`config.mk`:
```
export PLATFORM = sky130hd
export DESIGN_NAME = frh_top
export DESIGN_NICKNAME = d
export VERILOG_FILES = /design/src/hdl/frh_pkg.sv /design/src/hdl/frh_cmd_if.sv /design/src/hdl/frh_top.sv /design/src/hdl/frh_term_map.sv /design/src/hdl/frh_cmd_seq.sv
export SDC_FILE = /design/constraint.sdc
export NUM_CORES = 1
export LEC_CHECK = 0
export ABC_AREA = 0
export BUFFER_PORTS_ARGS = -buffer_cell sky130_fd_sc_hd__buf_2
export CAP_MARGIN = 0
export CORE_AREA = 2 2 191 193
export CTS_BUF_LIST = sky130_fd_sc_hd__clkbuf_16
export CTS_CLUSTER_DIAMETER = 30
export DETAILED_ROUTE_END_ITERATION = 7
export DIE_AREA = 0 0 193 195
export PLACE_DENSITY = 0.64
export SETUP_SLACK_MARGIN = 0.05
export SLEW_MARGIN = 10
export SYNTH_ARGS = -nofsm -noshare
export SYNTH_HDL_FRONTEND = slang
export SYNTH_SLANG_ARGS = --single-unit
```
`constraint.sdc`:
```
create_clock -name clock -period 10.5 [get_ports clock]
set_input_delay 2.1 -clock clock [delete_from_list [all_inputs] [get_ports clock]]
set_output_delay 2.1 -clock clock [all_outputs]
set_load 0.05 [all_outputs]
```
`src/hdl/frh_pkg.sv`:
```
// Constants, types and register map of the fieldbus remote output handler
// Overview of operation
// - Forward request set runs forward, else stop
// - Reverse request set runs reverse, else stop
// - Both run requests set command zero frequency
// - Bits two to six drive five terminal functions
// - Terminal functions not network operable are ignored
// - Cutoff coasts motor, only with network run source
// - Monitor request rise loads words, then done
// - Monitored words refresh while monitor request held
// - Frequency request rise stores reference, then done
// - Held frequency request keeps applying reference word
// - Command request rise executes six words, then done
// - Failed command places cause in response code
// - Commands execute once per request rising edge; a rise while the sequencer is busy is ignored
// - Alarm reset on then off clears trip
package frh_pkg;

  // Remote output bit positions
  localparam int REQ_W = 32;
  localparam int FWD_RUN_POS = 0;
  localparam int REV_RUN_POS = 1;
  localparam int TERM_BASE_POS = 2;
  localparam int CUTOFF_POS = 9;
  localparam int MONITOR_POS = 12;
  localparam int FREQ_WRITE_POS = 13;
  localparam int CMD_EXEC_POS = 15;
  localparam int ALARM_RESET_POS = 26;

  // Word sizes and counts
  localparam int WORD_W = 16;
  localparam int TERM_CNT = 5;
  localparam int MON_WORDS = 6;
  localparam int CMD_WORDS = 6;
  localparam int FN_W = 4;

  // Terminal function codes
  typedef enum logic [3:0] {
    FN_MULTISTEP_A = 4'h0,
    FN_MULTISTEP_B = 4'h1,
    FN_MULTISTEP_C = 4'h2,
    FN_COAST_STOP = 4'h3,
    FN_TRIP_RESET = 4'h4,
    FN_LOCAL_ONLY = 4'h5
  } frh_func_e;

  // Default codes: five terminals from first to fifth
  localparam logic [19:0] TERMFN_RESET = 20'h43210;

  // Register bus
  localparam int ADDR_W = 8;
  localparam logic [7:0] REG_CTRL = 8'h00;
  localparam logic [7:0] REG_TERMFN = 8'h04;
  localparam logic [7:0] REG_STATUS = 8'h08;
  localparam logic [7:0] REG_IRQ_STAT = 8'h0C;
  localparam logic [7:0] REG_IRQ_MASK = 8'h10;
  localparam logic [7:0] REG_RESPONSE = 8'h14;

  // Control register: bit 0 says the run command comes from the network
  localparam int CTRL_NET_RUN_POS = 0;
  localparam logic [0:0] CTRL_RESET = 1'h1;

  // Interrupt bits
  localparam int IRQ_W = 6;
  localparam int IRQ_MON = 0;
  localparam int IRQ_FREQ = 1;
  localparam int IRQ_CMD = 2;
  localparam int IRQ_CMD_ERR = 3;
  localparam int IRQ_TRIP_CLR = 4;
  localparam int IRQ_TRIP = 5;
  localparam logic [5:0] IRQ_MASK_RESET = 6'h00;

  // Command sequencer states
  typedef enum logic [1:0] {
    CMD_IDLE = 2'b00,
    CMD_ISSUE = 2'b01,
    CMD_WAIT = 2'b10,
    CMD_FINISH = 2'b11
  } frh_cmd_state_e;

endpackage : frh_pkg

```
`src/hdl/frh_cmd_if.sv`:
```
// Carrier between the handler top and its command sequencer
`timescale 1ns/10ps
interface frh_cmd_if;
  logic start;                                             // One-cycle start
  logic [frh_pkg::CMD_WORDS-1:0][frh_pkg::WORD_W-1:0] words; // Command codes
  logic exe_valid;                                         // Code offered to drive
  logic [frh_pkg::WORD_W-1:0] exe_code;                    // Code being offered
  logic exe_ack;                                           // Drive accepted code
  logic exe_err;                                           // Drive reported failure
  logic [frh_pkg::WORD_W-1:0] exe_cause;                   // Failure cause
  logic done;                                              // One-cycle finish
  logic err;                                               // Any word failed
  logic [frh_pkg::WORD_W-1:0] cause;                       // First failure cause
  logic busy;                                              // Sequence running

  modport seq (
    input start, words, exe_ack, exe_err, exe_cause,
    output exe_valid, exe_code, done, err, cause, busy
  );
  modport top (
    output start, words, exe_ack, exe_err, exe_cause,
    input exe_valid, exe_code, done, err, cause, busy
  );
endinterface : frh_cmd_if

```
`src/hdl/frh_top.sv`:
```
// Fieldbus remote output handler: run bits, terminals and handshakes
`timescale 1ns/10ps
module frh_top (
  input wire logic clock,
  input wire logic rst,
  // Cyclic remote output bits from the master
  input wire logic [frh_pkg::REQ_W-1:0] remote_out_bits,
  // Remote write words
  input wire logic [frh_pkg::WORD_W-1:0] freq_reference_word,
  input wire logic [frh_pkg::CMD_WORDS-1:0][frh_pkg::WORD_W-1:0] command_code_word,
  // Monitored values from the drive core
  input wire logic [frh_pkg::MON_WORDS-1:0][frh_pkg::WORD_W-1:0] monitor_values,
  // Trip indication from the drive core
  input wire logic trip_event,
  // Command executor of the drive core
  output logic exe_valid,
  output logic [frh_pkg::WORD_W-1:0] exe_code,
  input wire logic exe_ack,
  input wire logic exe_err,
  input wire logic [frh_pkg::WORD_W-1:0] exe_cause,
  // Drive commands
  output logic run_forward,
  output logic run_reverse,
  output logic zero_freq,
  output logic coast_stop,
  output logic [2:0] multistep_select,
  output logic [frh_pkg::WORD_W-1:0] speed_reference,
  output logic trip_clear,
  // Remote read side
  output logic [frh_pkg::MON_WORDS-1:0][frh_pkg::WORD_W-1:0] monitor_read_words,
  output logic [frh_pkg::WORD_W-1:0] response_code_word,
  output logic monitor_done_flag,
  output logic freq_set_done_flag,
  output logic cmd_exec_done_flag,
  output logic alarm_reset_flag,
  // Register port
  input wire logic [frh_pkg::ADDR_W-1:0] reg_addr,
  input wire logic [31:0] reg_wdata,
  input wire logic reg_wr,
  input wire logic reg_rd,
  output logic [31:0] reg_rdata,
  output logic irq
);

  // Named views of the request bits; the unused positions are never
  // looked at, so the master may toggle them freely
  logic fwd_run_request;
  logic rev_run_request;
  logic [frh_pkg::TERM_CNT-1:0] term_bits;
  logic output_cutoff_request;
  logic monitor_request;
  logic freq_write_request;
  logic cmd_exec_request;
  logic alarm_reset_request;

  assign fwd_run_request = remote_out_bits[frh_pkg::FWD_RUN_POS];
  assign rev_run_request = remote_out_bits[frh_pkg::REV_RUN_POS];
  assign term_bits = remote_out_bits[frh_pkg::TERM_BASE_POS +: frh_pkg::TERM_CNT];
  assign output_cutoff_request = remote_out_bits[frh_pkg::CUTOFF_POS];
  assign monitor_request = remote_out_bits[frh_pkg::MONITOR_POS];
  assign freq_write_request = remote_out_bits[frh_pkg::FREQ_WRITE_POS];
  assign cmd_exec_request = remote_out_bits[frh_pkg::CMD_EXEC_POS];
  assign alarm_reset_request = remote_out_bits[frh_pkg::ALARM_RESET_POS];

  // Software registers
  logic [0:0] ctrl_q; // Run source select
  logic [19:0] termfn_q; // Five 4-bit function codes
  logic [frh_pkg::IRQ_W-1:0] irq_stat_q; // Sticky events
  logic [frh_pkg::IRQ_W-1:0] irq_mask_q; // Interrupt enables
  logic net_run_src; // Run command comes from the network

  assign net_run_src = ctrl_q[frh_pkg::CTRL_NET_RUN_POS];

  // Previous request levels for edge detection
  logic mon_req_q;
  logic freq_req_q;
  logic cmd_req_q;
  logic alarm_req_q;
  logic alarm_req_any; // Network request or terminal trip reset

  always_ff @(posedge clock or posedge rst) begin
    if (rst) begin
      mon_req_q <= 1'b0;
      freq_req_q <= 1'b0;
      cmd_req_q <= 1'b0;
      alarm_req_q <= 1'b0;
    end else begin
      mon_req_q <= monitor_request;
      freq_req_q <= freq_write_request;
      cmd_req_q <= cmd_exec_request;
      alarm_req_q <= alarm_req_any;
    end
  end

  logic mon_rise;
  logic freq_rise;
  logic cmd_rise;
  assign mon_rise = monitor_request & ~mon_req_q;
  assign freq_rise = freq_write_request & ~freq_req_q;
  assign cmd_rise = cmd_exec_request & ~cmd_req_q;

  // Terminal function mapping
  logic [2:0] term_multistep;
  logic term_coast;
  logic term_trip_reset;

  frh_term_map #(
    .N(frh_pkg::TERM_CNT)
  ) u_term_map (
    .clock(clock),
    .rst(rst),
    .term_bits(term_bits),
    .term_codes(termfn_q),
    .multistep_select(term_multistep),
    .coast_stop(term_coast),
    .trip_reset(term_trip_reset)
  );

  // Run command decode; the network run bits only count when the
  // network owns the run command
  always_ff @(posedge clock or posedge rst) begin
    if (rst) begin
      run_forward <= 1'b0;
      run_reverse <= 1'b0;
      zero_freq <= 1'b0;
    end else begin
      run_forward <= net_run_src & fwd_run_request;
      run_reverse <= net_run_src & rev_run_request;
      // Both directions at once hold the output at zero frequency
      zero_freq <= net_run_src & fwd_run_request & rev_run_request;
    end
  end

  // Coast stop from the cutoff bit or a terminal set to coast
  always_ff @(posedge clock or posedge rst) begin
    if (rst) begin
      coast_stop <= 1'b0;
      multistep_select <= 3'h0;
    end else begin
      coast_stop <= (output_cutoff_request & net_run_src) | term_coast;
      multistep_select <= term_multistep;
    end
  end

  // Monitor capture: load on the rise, keep refreshing while held
  always_ff @(posedge clock or posedge rst) begin
    if (rst) begin
      monitor_read_words <= '0;
    end else if (monitor_request) begin
      monitor_read_words <= monitor_values;
    end
  end

  // Done follows the first load by one cycle and drops with the request
  always_ff @(posedge clock or posedge rst) begin
    if (rst) begin
      monitor_done_flag <= 1'b0;
    end else begin
      monitor_done_flag <= monitor_request & (monitor_done_flag | mon_req_q);
    end
  end

  // Frequency reference: copied on the rise and tracked while held,
  // the last copy stays applied once the request drops
  always_ff @(posedge clock or posedge rst) begin
    if (rst) begin
      speed_reference <= 16'h0000;
    end else if (freq_write_request) begin
      speed_reference <= freq_reference_word;
    end
  end

  always_ff @(posedge clock or posedge rst) begin
    if (rst) begin
      freq_set_done_flag <= 1'b0;
    end else begin
      freq_set_done_flag <= freq_write_request & (freq_set_done_flag | freq_req_q);
    end
  end

  // Command execution through the sequencer
  frh_cmd_if cif ();

  assign cif.start = cmd_rise;
  assign cif.words = command_code_word;
  assign cif.exe_ack = exe_ack;
  assign cif.exe_err = exe_err;
  assign cif.exe_cause = exe_cause;
  assign exe_valid = cif.exe_valid;
  assign exe_code = cif.exe_code;

  frh_cmd_seq u_cmd_seq (
    .clock(clock),
    .rst(rst),
    .cif(cif)
  );

  // Done set wins over the clear caused by a dropped request
  always_ff @(posedge clock or posedge rst) begin
    if (rst) begin
      cmd_exec_done_flag <= 1'b0;
    end else begin
      cmd_exec_done_flag <= cif.done | (cmd_exec_done_flag & cmd_exec_request);
    end
  end

  // Response code: cleared on a new start, loaded with the cause on error
  always_ff @(posedge clock or posedge rst) begin
    if (rst) begin
      response_code_word <= 16'h0000;
    end else if (cmd_rise && !cif.busy) begin
      response_code_word <= 16'h0000;
    end else if (cif.done) begin
      response_code_word <= cif.err ? cif.cause : 16'h0000;
    end
  end

  // Alarm reset: a request seen high during a trip arms the reset, and
  // its release clears the trip. A master holding the bit never clears.
  logic alarm_armed_q; // High seen while tripped
  logic alarm_fall;

  assign alarm_req_any = alarm_reset_request | term_trip_reset;
  assign alarm_fall = alarm_req_q & ~alarm_req_any;

  always_ff @(posedge clock or posedge rst) begin
    if (rst) begin
      alarm_armed_q <= 1'b0;
    end else if (alarm_fall) begin
      alarm_armed_q <= 1'b0;
    end else if (alarm_req_any && alarm_reset_flag) begin
      alarm_armed_q <= 1'b1;
    end
  end

  // Trip state; a new trip in the clearing cycle wins
  always_ff @(posedge clock or posedge rst) begin
    if (rst) begin
      alarm_reset_flag <= 1'b0;
      trip_clear <= 1'b0;
    end else begin
      trip_clear <= alarm_fall & alarm_armed_q & ~trip_event;
      if (trip_event) begin
        alarm_reset_flag <= 1'b1;
      end else if (alarm_fall && alarm_armed_q) begin
        alarm_reset_flag <= 1'b0;
      end
    end
  end

  // Interrupt events, one-cycle each except the trip, which lasts as long as trip_event
  logic [frh_pkg::IRQ_W-1:0] irq_evt;
  always_comb begin
    irq_evt = '0;
    irq_evt[frh_pkg::IRQ_MON] = mon_req_q & monitor_request & ~monitor_done_flag;
    irq_evt[frh_pkg::IRQ_FREQ] = freq_req_q & freq_write_request & ~freq_set_done_flag;
    irq_evt[frh_pkg::IRQ_CMD] = cif.done;
    irq_evt[frh_pkg::IRQ_CMD_ERR] = cif.done & cif.err;
    irq_evt[frh_pkg::IRQ_TRIP_CLR] = alarm_fall & alarm_armed_q & ~trip_event;
    irq_evt[frh_pkg::IRQ_TRIP] = trip_event;
  end

  // Write decode strobes
  logic wr_ctrl;
  logic wr_termfn;
  logic wr_stat;
  logic wr_mask;
  always_comb begin
    wr_ctrl = 1'b0;
    wr_termfn = 1'b0;
    wr_stat = 1'b0;
    wr_mask = 1'b0;
    if (reg_wr && reg_addr == frh_pkg::REG_CTRL) begin
      wr_ctrl = 1'b1;
    end else if (reg_wr && reg_addr == frh_pkg::REG_TERMFN) begin
      wr_termfn = 1'b1;
    end else if (reg_wr && reg_addr == frh_pkg::REG_IRQ_STAT) begin
      wr_stat = 1'b1;
    end else if (reg_wr && reg_addr == frh_pkg::REG_IRQ_MASK) begin
      wr_mask = 1'b1;
    end
  end

  // Configuration registers
  always_ff @(posedge clock or posedge rst) begin
    if (rst) begin
      ctrl_q <= frh_pkg::CTRL_RESET;
      termfn_q <= frh_pkg::TERMFN_RESET;
      irq_mask_q <= frh_pkg::IRQ_MASK_RESET;
    end else begin
      if (wr_ctrl) begin
        ctrl_q <= reg_wdata[0:0];
      end
      if (wr_termfn) begin
        termfn_q <= reg_wdata[19:0];
      end
      if (wr_mask) begin
        irq_mask_q <= reg_wdata[frh_pkg::IRQ_W-1:0];
      end
    end
  end

  // Sticky status: write one to clear, a new event wins over the clear
  always_ff @(posedge clock or posedge rst) begin
    if (rst) begin
      irq_stat_q <= '0;
    end else begin
      irq_stat_q <= irq_evt | (irq_stat_q & ~(wr_stat ? reg_wdata[frh_pkg::IRQ_W-1:0] : '0));
    end
  end

  assign irq = |(irq_stat_q & irq_mask_q);

  // Live status word
  logic [31:0] status_word;
  assign status_word = {22'h000000, cif.busy, cmd_exec_done_flag, freq_set_done_flag,
                        monitor_done_flag, alarm_reset_flag, coast_stop, zero_freq,
                        run_reverse, run_forward, 1'b0};

  // Read data stand in the cycle after the read strobe only
  always_ff @(posedge clock or posedge rst) begin
    if (rst) begin
      reg_rdata <= 32'h00000000;
    end else if (!reg_rd) begin
      reg_rdata <= 32'h00000000;
    end else if (reg_addr == frh_pkg::REG_CTRL) begin
      reg_rdata <= {31'h00000000, ctrl_q};
    end else if (reg_addr == frh_pkg::REG_TERMFN) begin
      reg_rdata <= {12'h000, termfn_q};
    end else if (reg_addr == frh_pkg::REG_STATUS) begin
      reg_rdata <= status_word;
    end else if (reg_addr == frh_pkg::REG_IRQ_STAT) begin
      reg_rdata <= {26'h0000000, irq_stat_q};
    end else if (reg_addr == frh_pkg::REG_IRQ_MASK) begin
      reg_rdata <= {26'h0000000, irq_mask_q};
    end else if (reg_addr == frh_pkg::REG_RESPONSE) begin
      reg_rdata <= {16'h0000, response_code_word};
    end else begin
      reg_rdata <= 32'h00000000; // Unmapped reads return zero
    end
  end

endmodule : frh_top

```
`src/hdl/frh_term_map.sv`:
```
// Maps the five terminal bits onto their configured drive functions
`timescale 1ns/10ps
module frh_term_map #(
  parameter int N = frh_pkg::TERM_CNT
) (
  input wire logic clock,
  input wire logic rst,
  input wire logic [N-1:0] term_bits,
  input wire logic [N-1:0][frh_pkg::FN_W-1:0] term_codes,
  output logic [2:0] multistep_select,
  output logic coast_stop,
  output logic trip_reset
);

  // One-hot of {trip reset, coast, select c, select b, select a}
  function automatic logic [4:0] fn_decode(input logic [3:0] code);
    logic [4:0] hot;
    hot = 5'h00;
    case (code)
      frh_pkg::FN_MULTISTEP_A: hot = 5'h01;
      frh_pkg::FN_MULTISTEP_B: hot = 5'h02;
      frh_pkg::FN_MULTISTEP_C: hot = 5'h04;
      frh_pkg::FN_COAST_STOP: hot = 5'h08;
      frh_pkg::FN_TRIP_RESET: hot = 5'h10;
      default: hot = 5'h00; // Local-only functions give nothing
    endcase
    return hot;
  endfunction : fn_decode

  logic [N-1:0][4:0] hit; // Per-terminal function hits

  // Each terminal bit is steered by its own function code
  generate
    for (genvar i = 0; i < N; i++) begin : g_term
      assign hit[i] = term_bits[i] ? fn_decode(term_codes[i]) : 5'h00;
    end
  endgenerate

  logic [4:0] any_d; // Combined hits

  // Several terminals may share a function, so the hits are ORed
  always_comb begin
    logic [4:0] acc;
    acc = 5'h00;
    for (int i = 0; i < N; i++) begin
      acc = acc | hit[i];
    end
    any_d = acc;
  end

  // Outputs come from flops
  always_ff @(posedge clock or posedge rst) begin
    if (rst) begin
      multistep_select <= 3'h0;
      coast_stop <= 1'b0;
      trip_reset <= 1'b0;
    end else begin
      multistep_select <= any_d[2:0];
      coast_stop <= any_d[3];
      trip_reset <= any_d[4];
    end
  end

endmodule : frh_term_map

```
`src/hdl/frh_cmd_seq.sv`:
```
// Walks the six command code words through the drive's command executor
`timescale 1ns/10ps
module frh_cmd_seq (
  input wire logic clock,
  input wire logic rst,
  frh_cmd_if.seq cif
);

  frh_pkg::frh_cmd_state_e state_q; // Sequencer state
  logic [2:0] idx_q; // Word being executed
  logic err_q; // Any failure seen this run
  logic [frh_pkg::WORD_W-1:0] cause_q; // First failure cause
  logic [frh_pkg::WORD_W-1:0] code_q; // Code offered to the drive

  assign cif.exe_valid = (state_q == frh_pkg::CMD_WAIT);
  assign cif.exe_code = code_q;
  assign cif.done = (state_q == frh_pkg::CMD_FINISH);
  assign cif.err = err_q;
  assign cif.cause = cause_q;
  assign cif.busy = (state_q != frh_pkg::CMD_IDLE);

  // Each start seen in idle runs every word exactly once, in order; a start while busy is dropped
  always_ff @(posedge clock or posedge rst) begin
    if (rst) begin
      state_q <= frh_pkg::CMD_IDLE;
      idx_q <= 3'h0;
      code_q <= 16'h0000;
    end else begin
      case (state_q)
        frh_pkg::CMD_IDLE: begin
          idx_q <= 3'h0;
          if (cif.start) begin
            state_q <= frh_pkg::CMD_ISSUE;
          end
        end
        frh_pkg::CMD_ISSUE: begin
          code_q <= cif.words[idx_q];
          state_q <= frh_pkg::CMD_WAIT;
        end
        frh_pkg::CMD_WAIT: begin
          if (cif.exe_ack) begin
            if (idx_q == 3'(frh_pkg::CMD_WORDS - 1)) begin
              state_q <= frh_pkg::CMD_FINISH;
            end else begin
              idx_q <= idx_q + 3'h1;
              state_q <= frh_pkg::CMD_ISSUE;
            end
          end
        end
        default: state_q <= frh_pkg::CMD_IDLE;
      endcase
    end
  end

  // Error capture: first failing word's cause is kept
  always_ff @(posedge clock or posedge rst) begin
    if (rst) begin
      err_q <= 1'b0;
      cause_q <= 16'h0000;
    end else if (state_q == frh_pkg::CMD_IDLE && cif.start) begin
      err_q <= 1'b0;
      cause_q <= 16'h0000;
    end else if (state_q == frh_pkg::CMD_WAIT && cif.exe_ack && cif.exe_err && !err_q) begin
      err_q <= 1'b1;
      cause_q <= cif.exe_cause;
    end
  end

endmodule : frh_cmd_seq

```
**After elaboration in Yosys (flattened, before gate mapping)**

Index checks and enable logic that the tools add are counted.

- Bits in registers: 253
- Output and inout port bits: 190

- Add/sub/neg operators: 1
- Magnitude comparators: 1
- Equality and inequality tests: 32
- Muxes and demuxes: 48
- Bitwise logic cells: 34
- Reductions and logical operators: 29

Operators by type and width:

| operator | count |
|---|---|
| $mux 16 | 10 |
| $pmux 5 s5 | 5 |
| $mux 20 | 3 |
| $bmux 16 s3 | 1 |
| $eq 4x2->1 const B | 10 |
| $mux 5 | 5 |
| $eq 4x1->1 const B | 5 |
| $eq 4x3->1 const B | 5 |
| $logic_not 4->1 | 5 |
| $or 5x5->5 | 4 |
| $and 1x1->1 | 16 |
| $eq 8x4->1 const B | 2 |
| $eq 8x5->1 const B | 2 |
| $mux 1 | 16 |
| $and 6x6->6 | 2 |
| $reduce_bool 2->1 | 6 |
| $logic_and 1x1->1 | 11 |
| $eq 8x3->1 const B | 1 |
| $logic_not 8->1 | 1 |
| $mux 2 | 3 |
| $mux 3 | 2 |
| $mux 6 | 1 |
| $not 6->6 | 1 |
| $or 6x6->6 | 1 |
| other kinds (16) | 27 |

**Longest topological paths before layout**

Gate-level depths: netlist of the first run.

- Depth in word-level cells: 9
- Depth in mapped cells: 8
- Depth with buffers taken out: 6

**Cells and area by module**

Synthesis of the first run repeated with hierarchy kept, for this count alone.

- Cells, all modules: 780
- Area total of the unflattened synthesis: 10,493.8 um2

By module, submodules not included:

| module | times used | cells an instance | area each (um2) |
|---|---|---|---|
| frh_top | 1 | 518 | 7,658.6 |
| frh_cmd_seq | 1 | 215 | 2,412.3 |
| frh_term_map | 1 | 47 | 422.9 |

**Least setup slack after synthesis of the first run**

Ideal clock, no wire load.

- Path kind: in2reg
- Start point: input port reg_addr[0] in the netlist's numbering
- End point: register termfn_q[0]
- Setup time: 0.125 ns
- Arrival: 3.721 ns
- Setup slack: 6.654 ns
- Stages: 6
- Path buffers: 2
- Cells stage by stage: or4_1 buf_2 or3_1 nor2_1 buf_4 mux2_2

- Longest elaborated chain between the ends: 4
- Elaborated cells between the ends (all ways): 6
- Those cells by class: eq/ne: 1; mux: 2; reduce/logical: 3

Ends and longest elaborated chain:

| item | line | source |
|---|---|---|
| from (decl) | frh_top.sv:37 | `input wire logic [frh_pkg::ADDR_W-1:0] reg_addr,` |
| $eq 8x3->1 | frh_top.sv:275 | `end else if (reg_wr && reg_addr == frh_pkg::REG_TERMFN) begin` |
| $logic_and 1x1->1 | frh_top.sv:275 |  |
| $mux 1 | frh_top.sv:275 |  |
| $mux 1 (*) | frh_top.sv:273 | `if (reg_wr && reg_addr == frh_pkg::REG_CTRL) begin` |
| to (signal assigned) | frh_top.sv:288 | `termfn_q <= frh_pkg::TERMFN_RESET;` |
| to (signal assigned) | frh_top.sv:295 | `termfn_q <= reg_wdata[19:0];` |
| to (decl) | frh_top.sv:67 | `logic [19:0] termfn_q;` |

Every way passes the cells marked *; elsewhere a longest branch is shown, timed or not.
A chain may end at the register's enable or synchronous reset.

**Final worst setup path of the first run**

- Start point: register u_cmd_seq.state_q[1]
- End point: output port exe_valid

- Longest elaborated chain between the ends: 1

Ends and longest elaborated chain:

| item | line | source |
|---|---|---|
| from (decl) | frh_cmd_seq.sv:9 | `frh_pkg::frh_cmd_state_e state_q;` |
| from (signal assigned) | frh_cmd_seq.sv:25 | `state_q <= frh_pkg::CMD_IDLE;` |
| from (signal assigned) | frh_cmd_seq.sv:33 | `state_q <= frh_pkg::CMD_ISSUE;` |
| from (signal assigned) | frh_cmd_seq.sv:38 | `state_q <= frh_pkg::CMD_WAIT;` |
| $eq 2x2->1 | frh_cmd_seq.sv:15 | `assign cif.exe_valid = (state_q == frh_pkg::CMD_WAIT);` |
| to (decl) | frh_top.sv:16 | `output logic exe_valid,` |

No other way between the ends.

==> results of run 1 <==
path summary, 6_finish.rpt:
check | slack (ps) | startpoint | end
setup / recovery | 6370 | u_cmd_seq.state_q[1] | exe_valid
hold / removal | 350 | u_term_map.multistep_select[0] | multistep_select[0]
setup reg to reg | 8210 | u_cmd_seq.state_q[0] | response_code_word[3]
hold reg to reg | 350 | u_term_map.multistep_select[0] | multistep_select[0]
max in group asynchronous | 7370 | rst | irq_stat_q[3]
min in group asynchronous | 1660 | rst | monitor_read_words[15]
registers in the layout, summed over array words and instances (netlist names), 2 cells and up:
| name | flops |
|---|---|
| u_cmd_seq.cif.cause | 16 |
| speed_reference | 16 |
| u_term_map.multistep_select | 3 |
| u_cmd_seq.state_q | 2 |
| response_code_word | 16 |
| irq_mask_q | 6 |
| multistep_select | 3 |
| irq_stat_q | 6 |
| monitor_read_words | 96 |
| u_cmd_seq.idx_q | 3 |
| termfn_q | 20 |
| reg_rdata | 20 |
| u_cmd_seq.cif.exe_code | 16 |
logic make-up (layout without fill, tap and decap cells):
family | count (synthesis) | count (layout) | share of synthesized area [%]
adder cells (fa/ha/maj) | 2 | 2 | 0.244
other | 1 | 16 | 0.0366
flip-flops | 241 | 241 | 58.9
buffers and inverters | 64 | 571 | 2.93
multiplexers | 183 | 183 | 21.8
AND/OR/NAND/NOR | 168 | 168 | 7.99
AO/OA/AOI/OAI | 122 | 122 | 8.06
layout make-up:
class,count,share of cell area [%]
Sequential cell,241,40.3
Multi-Input combinational cell,487,26.4
Timing Repair Buffer,456,15.4
Clock buffer,58,9.68
Clock inverter,49,4.16
Tap cell,461,3.85
Inverter,8,0.250
Antenna cell,4,0.0667
through the flow:
| step | instances | total power, mW | utilization [%] | cell area [µm²] |
|---|---|---|---|---|
| finish | 1764 | 3.85 | 42.4 | 15000 |
| detailed placement | 1653 | 1.97 | 36.5 | 12900 |
| global route | 1764 | 4.01 | 42.4 | 15000 |
| floorplan | 792 | 1.74 | - | 10300 |
| global placement | 1653 | 1.96 | 36.5 | 12900 |
| CTS | 1760 | 3.90 | 42.3 | 15000 |
cells in the mapped netlist, types with 2 or more instances:
cell,n,area [µm²]
sky130_fd_sc_hd__dfrtp_1,235,5880
sky130_fd_sc_hd__mux2_2,157,1770
sky130_fd_sc_hd__nand2_1,60,225
sky130_fd_sc_hd__nor2_1,43,161
sky130_fd_sc_hd__clkbuf_1,33,124
sky130_fd_sc_hd__a21oi_1,27,135
sky130_fd_sc_hd__o21ai_0,25,125
sky130_fd_sc_hd__a22oi_1,21,158
sky130_fd_sc_hd__a22o_1,20,175
sky130_fd_sc_hd__mux4_2,16,360
sky130_fd_sc_hd__buf_4,14,105
sky130_fd_sc_hd__mux2i_1,9,90.1
sky130_fd_sc_hd__and3_1,8,50.1
sky130_fd_sc_hd__nor2b_1,8,50.1
sky130_fd_sc_hd__inv_1,7,26.3
sky130_fd_sc_hd__nand3_1,7,35.0
sky130_fd_sc_hd__nor3b_1,7,52.6
sky130_fd_sc_hd__a21o_1,6,45.0
sky130_fd_sc_hd__buf_2,6,30.0
sky130_fd_sc_hd__dfstp_2,6,158
sky130_fd_sc_hd__and2_1,5,31.3
sky130_fd_sc_hd__nand2b_1,4,25.0
sky130_fd_sc_hd__nand4b_1,4,35.0
sky130_fd_sc_hd__nor3_1,4,20.0
sky130_fd_sc_hd__nor4_1,4,25.0
sky130_fd_sc_hd__a221oi_1,3,26.3
sky130_fd_sc_hd__buf_1,3,11.3
sky130_fd_sc_hd__nand3b_1,3,22.5
sky130_fd_sc_hd__o21a_1,3,22.5
sky130_fd_sc_hd__or3_1,3,18.8
sky130_fd_sc_hd__a31oi_1,2,12.5
sky130_fd_sc_hd__a32oi_1,2,17.5
sky130_fd_sc_hd__ha_1,2,25.0
sky130_fd_sc_hd__nand4_1,2,12.5
sky130_fd_sc_hd__o2bb2ai_1,2,17.5
sky130_fd_sc_hd__o311a_1,2,20.0
cell usage in the layout, fill, tap and decap left out, drive strengths merged, types with 12 or more instances in the layout:
cell type and n:
a21oi 27, a22o 20, a22oi 21, buf 456
bufinv 13, clkbuf 58, clkinv 17, conb 12
dfrtp 235, inv 18, mux2 158, mux4 16
nand2 60, nor2 43, o21ai 25
where the power goes:
part           leakage (nW)  internal, mW  total (mW)  switching (mW)
Clock                  1.02          1.32        1.89           0.574
Sequential             2.96          1.06        1.17           0.111
Combinational          3.29         0.262       0.787           0.525
Total                  7.27          2.64        3.85            1.21
metal layers:
| layer | track usage, % | vias up | wire length (µm) | part of all wire (%) |
|---|---|---|---|---|
| li1 | - | 3785 | - | - |
| met1 | 18.9 | 4086 | 12400 | 37 |
| met2 | 30.3 | 367 | 16900 | 51 |
| met3 | 5.55 | 62 | 2710 | 8.2 |
| met4 | 7.63 | 0 | 977 | 3.0 |
| met5 | 0 | - | 0 | 0 |
worst max-delay path, stage by stage, from the launching register on:
cell and delay [ps]:
sky130_fd_sc_hd__dfrtp_1 610, sky130_fd_sc_hd__nor2b_1 470, sky130_fd_sc_hd__buf_2 360
==> impl_metrics.sql, run 1 <==
INSERT INTO impl_metrics (metric_group, metric, value, unit) VALUES
('run_status', 'status', 'finished clean', ''),
('global_route', 'pin_count_of_the_biggest_net_entering_global_routing', '101', ''),
('timing', 'tightest_slew', '1180', 'ps'),
('critical_path', 'cp.arrival', '2030', 'ps'),
('timing', 'finalSetupViolCount', '0', ''),
('final_layout', 'area.growth.synth_to_final', '46.4', '%'),
('yosys', 'number_of_flops_mapped_to_enable_cells_by_yosys', '0', ''),
('timing', 'fin_ws', '6370', 'ps'),
('place', 'port_buffers', '448', ''),
('final_layout', 'fill_cells', '3388', ''),
('power', 'total_leakage_power', '7.27', 'nW'),
('power', 'peakVddDrop', '0.000170', 'V'),
('clocking', 'postCtsSetupRepairBufs', '0', ''),
('clocking', 'clock_transition_at_path_regs', '40', 'ps'),
('critical_path', 'timing.setup.critical_path_class', 'flip-flop to output pin', ''),
('clocking', 'htreeDepth', '2', ''),
('timing', 'finalCriticalPeriod', '4130', 'ps'),
('clocking', 'holdBufCountCts', '0', ''),
('timing', 'clock.fmax', '0.242', 'GHz'),
('floorplanning', 'die_width', '193', 'µm'),
('floorplanning', 'core_region_area', '35400', 'µm²'),
('floorplanning', 'boundaryPins', '493', ''),
('timing', 'timing_hold_violations_final', '0', ''),
('timing', 'finalHoldWorstSlack', '351', 'ps'),
('min_path', 'min_delay_path_depth', '0', ''),
('critical_path', 'cp-start-kind', 'flip-flop', ''),
('yosys', 'synth-warning-count', '0', ''),
('yosys', 'proportion_of_synthesized_flip_flops_having_asynchronous_set_or_reset', '100', '%'),
('clocking', 'cts-buffers-inserted', '58', ''),
('timing', 'setup-tns-final', '0', 'ps'),
('timing', 'post-route-period-util', '39.3', '%'),
('clocking', 'clkLatencyLatePin', '590', 'ps'),
('timing', 'slew_headroom', '20.3', '%'),
('global_route', 'grt_pass1_vias', '8903', ''),
('yosys', 'mappedNetlistArea', '10200', 'µm²'),
('run', 'drv.max_cap_violation_count', '0', ''),
('route', 'detailroute.via_count', '8300', ''),
('yosys', 'synth_cell_type_count', '54', ''),
('route', 'drc', '0', ''),
('place', 'post-place-ws', '6130', 'ps'),
('route', 'first_pass_iters', '4', ''),
('yosys', 'yosysSeqAreaShare', '58.9', '%'),
('floorplanning', 'start_util', '28.9', '%'),
('timing', 'rsz0062_at_grt', 'false', ''),
('route', 'first_iter_violations', '308', ''),
('route', 'routedWlPerCell', '18.7', 'µm'),
('clocking', 'clock-root-buffer', 'sky130_fd_sc_hd__clkbuf_16', ''),
('clocking', 'max-clock-path-buffers', '3', ''),
('final_layout', 'final_layout_size_suffix_gt1_share', '56.5', '%'),
('floorplanning', 'row_count', '69', ''),
('place', 'detailedPlacementHpwl', '24500', 'µm'),
('critical_path', 'crit_fanout', '11', ''),
('global_route', 'grt_antenna_before_repair', '4', ''),
('route', 'route.final.wire_length', '33000', 'µm'),
('final_layout', 'multi_input_area', '3950', 'µm²'),
('final_layout', 'seqCellArea', '6040', 'µm²'),
('place', 'place.gp.congestion', '0.882', ''),
('critical_path', 'critical_path.endpoint_type', 'output pin', ''),
('yosys', 'synth-seq-cells', '241', ''),
('critical_path', 'critical_path_required', '8400', 'ps'),
('clocking', 'cts_tree', 'built', ''),
('final_layout', 'layout.nets', '1557', ''),
('clocking', 'post_cts_resized', '0', ''),
('global_route', 'grt_util_overall', '17.3', '%'),
('critical_path', 'r2r_worst_path_depth', '4', ''),
('floorplanning', 'die_y', '195', 'µm'),
('floorplanning', 'die_area', '37600', 'µm²'),
('power', 'power_density', '257', 'nW/µm²'),
('timing', 'finalClockSkew', '17.7', 'ps'),
('route', 'final_antenna_net_count', '0', ''),
('timing', 'slew_violations', '0', ''),
('min_path', 'type_of_the_tightest_min_delay_check', 'flip-flop to flip-flop', ''),
('global_route', 'grt.overflow.total', '0', ''),
('yosys', 'avgSynthCellArea', '13.1', 'µm²'),
('yosys', 'dominantRegCellSynth', 'sky130_fd_sc_hd__dfrtp_1', ''),
('yosys', 'synth_cells', '781', ''),
('global_route', 'first_pass_grt_wire_length', '49600', 'µm'),
('route', 'route.detailed.vias_per_inst', '4.71', ''),
('clocking', 'tritoncts_num_sinks', '241', '');
(Power assumes the default switching activity.)
==> run 2: changes to the inputs <==
Clock period 10.5 ns to 4.1 ns, I/O delays scaled along.
==> impl_metrics.sql, run 2 (same netlist as run 1, synthesis figures left out) <==
INSERT INTO impl_metrics (metric_group, metric, value, unit) VALUES
('clocking', 'cts-buffers-inserted', '56', ''),
('critical_path', 'worst_path_max_delay_cell', 'sky130_fd_sc_hd__dfrtp_1', ''),
('clocking', 'clock-root-buffer', 'sky130_fd_sc_hd__clkbuf_16', ''),
('critical_path', 'regToRegSetupSlack', '1840', 'ps'),
('timing', 'post-route-period-util', '66.9', '%'),
('final_layout', 'final_layout_size_suffix_gt1_share', '56.7', '%'),
('critical_path', 'cp-start-kind', 'flip-flop', ''),
('floorplanning', 'row_count', '69', ''),
('critical_path', 'crit_fanout', '11', ''),
('place', 'place.gp.congestion', '0.888', ''),
('timing', 'rsz0062_at_grt', 'false', ''),
('timing', 'clock.fmax', '0.364', 'GHz'),
('timing', 'finalHoldWorstSlack', '339', 'ps'),
('power', 'power_density', '638', 'nW/µm²'),
('place', 'detailedPlacementHpwl', '24500', 'µm'),
('critical_path', 'reg2reg_from', 'u_cmd_seq.state_q[0]', ''),
('final_layout', 'biggestRegsByFlops', 'monitor_read_words (96), reg_rdata (20), termfn_q (20)', ''),
('clocking', 'max-clock-path-buffers', '3', ''),
('final_layout', 'most-common-layout-cells', 'sky130_fd_sc_hd__buf_2, sky130_fd_sc_hd__dfrtp_1, sky130_fd_sc_hd__mux2_2', ''),
('route', 'route.detailed.vias_per_inst', '4.66', ''),
('timing', 'slew_headroom', '33.6', '%'),
('critical_path', 'critical_path.endpoint_type', 'output pin', ''),
('clocking', 'htreeDepth', '2', ''),
('floorplanning', 'boundaryPins', '493', ''),
('critical_path', 'crit_start', 'u_cmd_seq.state_q[1]', ''),
('floorplanning', 'die_width', '193', 'µm'),
('power', 'total_leakage_power', '7.23', 'nW'),
('critical_path', 'worstPathCellList', 'nor2b_1 -> buf_2', ''),
('clocking', 'postCtsSetupRepairBufs', '0', ''),
('clocking', 'clkLatencyLatePin', '580', 'ps'),
('timing', 'finalCriticalPeriod', '2740', 'ps'),
('critical_path', 'slowest_delay', '620', 'ps'),
('floorplanning', 'die_y', '195', 'µm'),
('critical_path', 'r2r_worst_path_depth', '4', ''),
('floorplanning', 'core_region_area', '35400', 'µm²'),
('critical_path', 'critPathTopFamily', 'flip-flops', ''),
('timing', 'finalSetupViolCount', '0', ''),
('global_route', 'grt_antenna_before_repair', '7', ''),
('run_status', 'status', 'finished clean', ''),
('timing', 'slew_violations', '0', ''),
('clocking', 'cts_tree', 'built', ''),
('critical_path', 'timing.setup.critical_path_class', 'flip-flop to output pin', ''),
('floorplanning', 'start_util', '28.9', '%'),
('run', 'drv.max_cap_violation_count', '0', ''),
('floorplanning', 'die_area', '37600', 'µm²'),
('route', 'route.final.wire_length', '32500', 'µm'),
('route', 'first_iter_violations', '347', ''),
('final_layout', 'layout_commonest_cell', 'sky130_fd_sc_hd__buf_2', ''),
('global_route', 'grt_pass1_vias', '8879', ''),
('route', 'drc', '0', ''),
('final_layout', 'fill_cells', '3405', ''),
('global_route', 'grt_util_overall', '17.1', '%'),
('route', 'detailroute.via_count', '8236', ''),
('global_route', 'first_pass_grt_wire_length', '49400', 'µm'),
('timing', 'fin_ws', '1360', 'ps'),
('critical_path', 'r2r_end', 'response_code_word[13]', ''),
('timing', 'finalClockSkew', '24.0', 'ps'),
('critical_path', 'critical_path_required', '3280', 'ps'),
('final_layout', 'layout.nets', '1559', ''),
('place', 'post-place-ws', '1160', 'ps'),
('timing', 'timing_hold_violations_final', '0', ''),
('global_route', 'grt.overflow.total', '0', ''),
('timing', 'setup-tns-final', '0', 'ps'),
('global_route', 'pin_count_of_the_biggest_net_entering_global_routing', '94', ''),
('route', 'final_antenna_net_count', '0', ''),
('timing', 'tightest_slew', '991', 'ps'),
('route', 'routedWlPerCell', '18.4', 'µm'),
('final_layout', 'area.growth.synth_to_final', '45.4', '%'),
('power', 'peakVddDrop', '0.000435', 'V'),
('clocking', 'holdBufCountCts', '0', ''),
('critical_path', 'combined_buffer_and_inverter_count_along_the_critical_path', '1', ''),
('min_path', 'type_of_the_tightest_min_delay_check', 'primary input to async pin', ''),
('clocking', 'post_cts_resized', '0', ''),
('place', 'port_buffers', '448', ''),
('route', 'first_pass_iters', '4', ''),
('clocking', 'tritoncts_num_sinks', '241', ''),
('critical_path', 'cp.arrival', '1920', 'ps'),
('clocking', 'clock_transition_at_path_regs', '50', 'ps'),
('final_layout', 'registers.top_by_ff_count', 'monitor_read_words', ''),
('final_layout', 'largest_register_ffs', '96', '');
[run 2: per-layer routing]
metal	GRT usage [%]	part of all wire [%]
met3	5.77	8.2
met4	6.79	3.1
met2	29.0	50
met5	0	0.13
met1	19.9	39
[run 2: worst max path at each step]
stage / endpoint / slack [ps] / cells past startpoint
final: exe_valid / 1360 / 2
after floorplan: alarm_armed_q / 120 / 1
after detailed placement: reg_rdata[12] / 1160 / 5
after CTS: exe_valid / 1310 / 2
after global placement: reg_rdata[10] / 1260 / 5
after global routing: exe_valid / 1200 / 2
[run 2: power breakdown]
group / total, mW / switching (mW) / leakage (nW) / internal [mW]
clock: 4.47 / 1.48 / 0.948 / 2.99
sequential: 3.02 / 0.313 / 2.96 / 2.71
combinational: 2.00 / 1.33 / 3.31 / 0.673
[run 2: cell type report]
class                      count  area [µm²]  area share [%]
sequential                   241        6040            40.6
multi-input combinational    487        3950            26.5
timing repair buffer         460        2360            15.8
clock buffer                  57        1430            9.58
tap                          461         577            3.87
clock inverter                48         493            3.31
inverter                       8        33.8           0.227
antenna                        4        10.0          0.0672
[run 2: metrics by stage]
step / util, % / instance area (µm²) / instances / power, mW
2_1_floorplan: - / 10300 / 792 / 4.46
3_3_place_gp: 36.6 / 13000 / 1657 / 5.04
3_5_place_dp: 36.6 / 13000 / 1657 / 5.07
4_1_cts: 42.0 / 14900 / 1762 / 9.61
5_1_grt: 42.1 / 14900 / 1765 / 9.92
6_report: 42.1 / 14900 / 1766 / 9.50
==> run 3: changes to the inputs <==
Settings changed: PLACE_DENSITY 0.64 to 0.66.
Clock period 4.1 ns to 2.3 ns, I/O delays scaled along.
==> impl_metrics.sql, run 3 (same netlist as run 1, synthesis figures left out) <==
INSERT INTO impl_metrics (metric_group, metric, value, unit) VALUES
('run_status', 'status', 'finished clean', ''),
('timing', 'rsz0062_at_grt', 'false', ''),
('place', 'placed_area', '13200', 'µm²'),
('floorplanning', 'die_area', '37600', 'µm²'),
('place', 'detailedPlacementHpwl', '24900', 'µm'),
('floorplanning', 'die_width', '193', 'µm'),
('timing', 'finalCriticalPeriod', '2130', 'ps'),
('final_layout', 'layout.nets', '1580', ''),
('timing', 'clock.fmax', '0.469', 'GHz'),
('run', 'drv.max_cap_violation_count', '0', ''),
('critical_path', 'cp.arrival', '1670', 'ps'),
('timing', 'slew_violations', '0', ''),
('power', 'peakVddDrop', '0.000632', 'V'),
('clocking', 'clkLatencyLatePin', '570', 'ps'),
('timing', 'post-route-period-util', '92.7', '%'),
('route', 'first_iter_violations', '306', ''),
('place', 'place.gp.congestion', '0.915', ''),
('min_path', 'type_of_the_tightest_min_delay_check', 'primary input to flip-flop', ''),
('final_layout', 'biggestRegsByFlops', 'monitor_read_words (96), reg_rdata (20), termfn_q (20)', ''),
('final_layout', 'layout_commonest_cell', 'sky130_fd_sc_hd__buf_2', ''),
('power', 'power_density', '1130', 'nW/µm²'),
('critical_path', 'critical_path_required', '1840', 'ps'),
('route', 'route.final.wire_length', '32500', 'µm'),
('floorplanning', 'core_region_area', '35400', 'µm²'),
('global_route', 'first_pass_grt_wire_length', '49400', 'µm'),
('critical_path', 'critical_path.endpoint_type', 'output pin', ''),
('global_route', 'grt.overflow.total', '0', ''),
('route', 'final_antenna_net_count', '0', ''),
('final_layout', 'largest_register_ffs', '96', ''),
('clocking', 'clock_transition_at_path_regs', '50', 'ps'),
('power', 'power.clock.fraction', '47.1', '%'),
('power', 'power_switching_share', '31.1', '%'),
('timing', 'tightest_slew', '1120', 'ps'),
('global_route', 'pin_count_of_the_biggest_net_entering_global_routing', '69', ''),
('final_layout', 'most-common-layout-cells', 'sky130_fd_sc_hd__buf_2, sky130_fd_sc_hd__dfrtp_1, sky130_fd_sc_hd__mux2_2', ''),
('timing', 'finalSetupViolCount', '0', ''),
('clocking', 'postCtsSetupRepairBufs', '0', ''),
('final_layout', 'area.growth.synth_to_final', '48.3', '%'),
('floorplanning', 'boundaryPins', '493', ''),
('global_route', 'grt_util_overall', '17.1', '%'),
('clocking', 'max-clock-path-buffers', '3', ''),
('route', 'routedWlPerCell', '18.1', 'µm'),
('critical_path', 'regToRegSetupSlack', '460', 'ps'),
('final_layout', 'registers.top_by_ff_count', 'monitor_read_words', ''),
('power', 'total_leakage_power', '7.40', 'nW'),
('power', 'net-switching-power', '5.36', 'mW'),
('timing', 'finalHoldWorstSlack', '44.7', 'ps'),
('floorplanning', 'row_count', '69', ''),
('global_route', 'grt_pass1_vias', '9005', ''),
('power', 'cell_internal_pwr', '11.8', 'mW'),
('clocking', 'cts_tree', 'built', ''),
('global_route', 'grt_antenna_before_repair', '10', ''),
('floorplanning', 'die_y', '195', 'µm'),
('critical_path', 'timing.setup.critical_path_class', 'flip-flop to output pin', ''),
('clocking', 'clock-root-buffer', 'sky130_fd_sc_hd__clkbuf_16', ''),
('route', 'detailroute.via_count', '8333', ''),
('floorplanning', 'start_util', '28.9', '%'),
('place', 'port_buffers', '448', ''),
('power', 'share_comb_of_total_power', '22.6', '%'),
('timing', 'setup-tns-final', '0', 'ps'),
('timing', 'finalClockSkew', '19.1', 'ps'),
('final_layout', 'final_layout_size_suffix_gt1_share', '57.0', '%'),
('critical_path', 'cp-start-kind', 'flip-flop', ''),
('clocking', 'tritoncts_num_sinks', '241', ''),
('route', 'first_pass_iters', '4', ''),
('clocking', 'cts-buffers-inserted', '54', ''),
('clocking', 'htreeDepth', '2', ''),
('timing', 'timing_hold_violations_final', '0', ''),
('critical_path', 'crit_fanout', '10', ''),
('timing', 'slew_headroom', '24.8', '%'),
('route', 'route.detailed.vias_per_inst', '4.66', ''),
('power', 'seq_power_share', '30.3', '%'),
('route', 'drc', '0', ''),
('final_layout', 'final_cell_area', '15200', 'µm²');
## run 3: changes by cell type in the layout (fill, tap and decap cells not counted), sizes merged
cell         delta
clkinv          -2
inv             -5
dlygate4sd3     +1
clkinvlp        -2
bufinv          +6
diode           +6
clkbuf          -3
buf            +22
## run 3: metal layers
| layer | vias to the layer above | share of wire, % | routed length (µm) | GRT usage, % |
|---|---|---|---|---|
| met2 | 353 | 50 | 16300 | 29.3 |
| met5 | - | 0 | 0 | 0 |
| met1 | 4087 | 39 | 12500 | 19.7 |
| li1 | 3821 | - | - | - |
| met4 | 0 | 3.6 | 1180 | 7.77 |
| met3 | 72 | 7.5 | 2430 | 5.01 |
## run 3: metrics by stage
| step | utilization (%) | total power [mW] | std cells | setup WS (ps) |
|---|---|---|---|---|
| after floorplan | - | 7.95 | 792 | -1320 |
| after global placement | 37.4 | 9.10 | 1679 | -73.7 |
| after detailed placement | 37.4 | 9.16 | 1679 | -78.2 |
| after CTS | 42.9 | 17.4 | 1779 | 102 |
| after global routing | 42.9 | 17.9 | 1789 | 50.7 |
| final | 42.9 | 17.2 | 1789 | 168 |
## run 3: layout make-up
| class | instances | area, µm² |
|---|---|---|
| clock inverters | 45 | 579 |
| well taps | 461 | 577 |
| inverters | 8 | 33.8 |
| diodes | 10 | 25.0 |
| fillers | 3328 | 20200 |
| repair buffers | 483 | 2640 |
| flip-flops and latches | 241 | 6040 |
| clock buffers | 54 | 1350 |
| multi-input cells | 487 | 3950 |
## run 3: path summary, 6_finish.rpt
check                                          startpoint                         to  cells past startpoint
setup / recovery                     u_cmd_seq.state_q[1]                  exe_valid                      4
hold / removal                        remote_out_bits[15]                  cmd_req_q                      1
setup reg to reg                       u_cmd_seq.idx_q[2]  u_cmd_seq.cif.exe_code[3]                      4
hold reg to reg            u_term_map.multistep_select[1]        multistep_select[1]                      0
max in group asynchronous                             rst                termfn_q[4]                      5
min in group asynchronous                             rst     monitor_read_words[65]                      3
## run 3: timing repair
item | in CTS | in global routing
gates resized for setup | 1 | 0
endpoints found under the hold margin | 5 | 0
hold buffers | 1 | 0
endpoints found under the setup margin | 1 | 0
## run 3: worst max-delay path, cell delays in order, from the launching register on
cell and delay, ps:
sky130_fd_sc_hd__dfrtp_1 380, sky130_fd_sc_hd__buf_4 220, sky130_fd_sc_hd__nor2b_1 150, sky130_fd_sc_hd__buf_4 150
sky130_fd_sc_hd__buf_4 210
## run 3: power by group through the flow
stage	combinational, mW	clock [mW]	sequential (mW)
finish	3.88	8.11	5.21
global route	4.15	8.49	5.29
CTS	3.92	8.25	5.22
detailed placement	3.90	0	5.26
global placement	3.85	0	5.25
floorplan	1.48	0	6.47
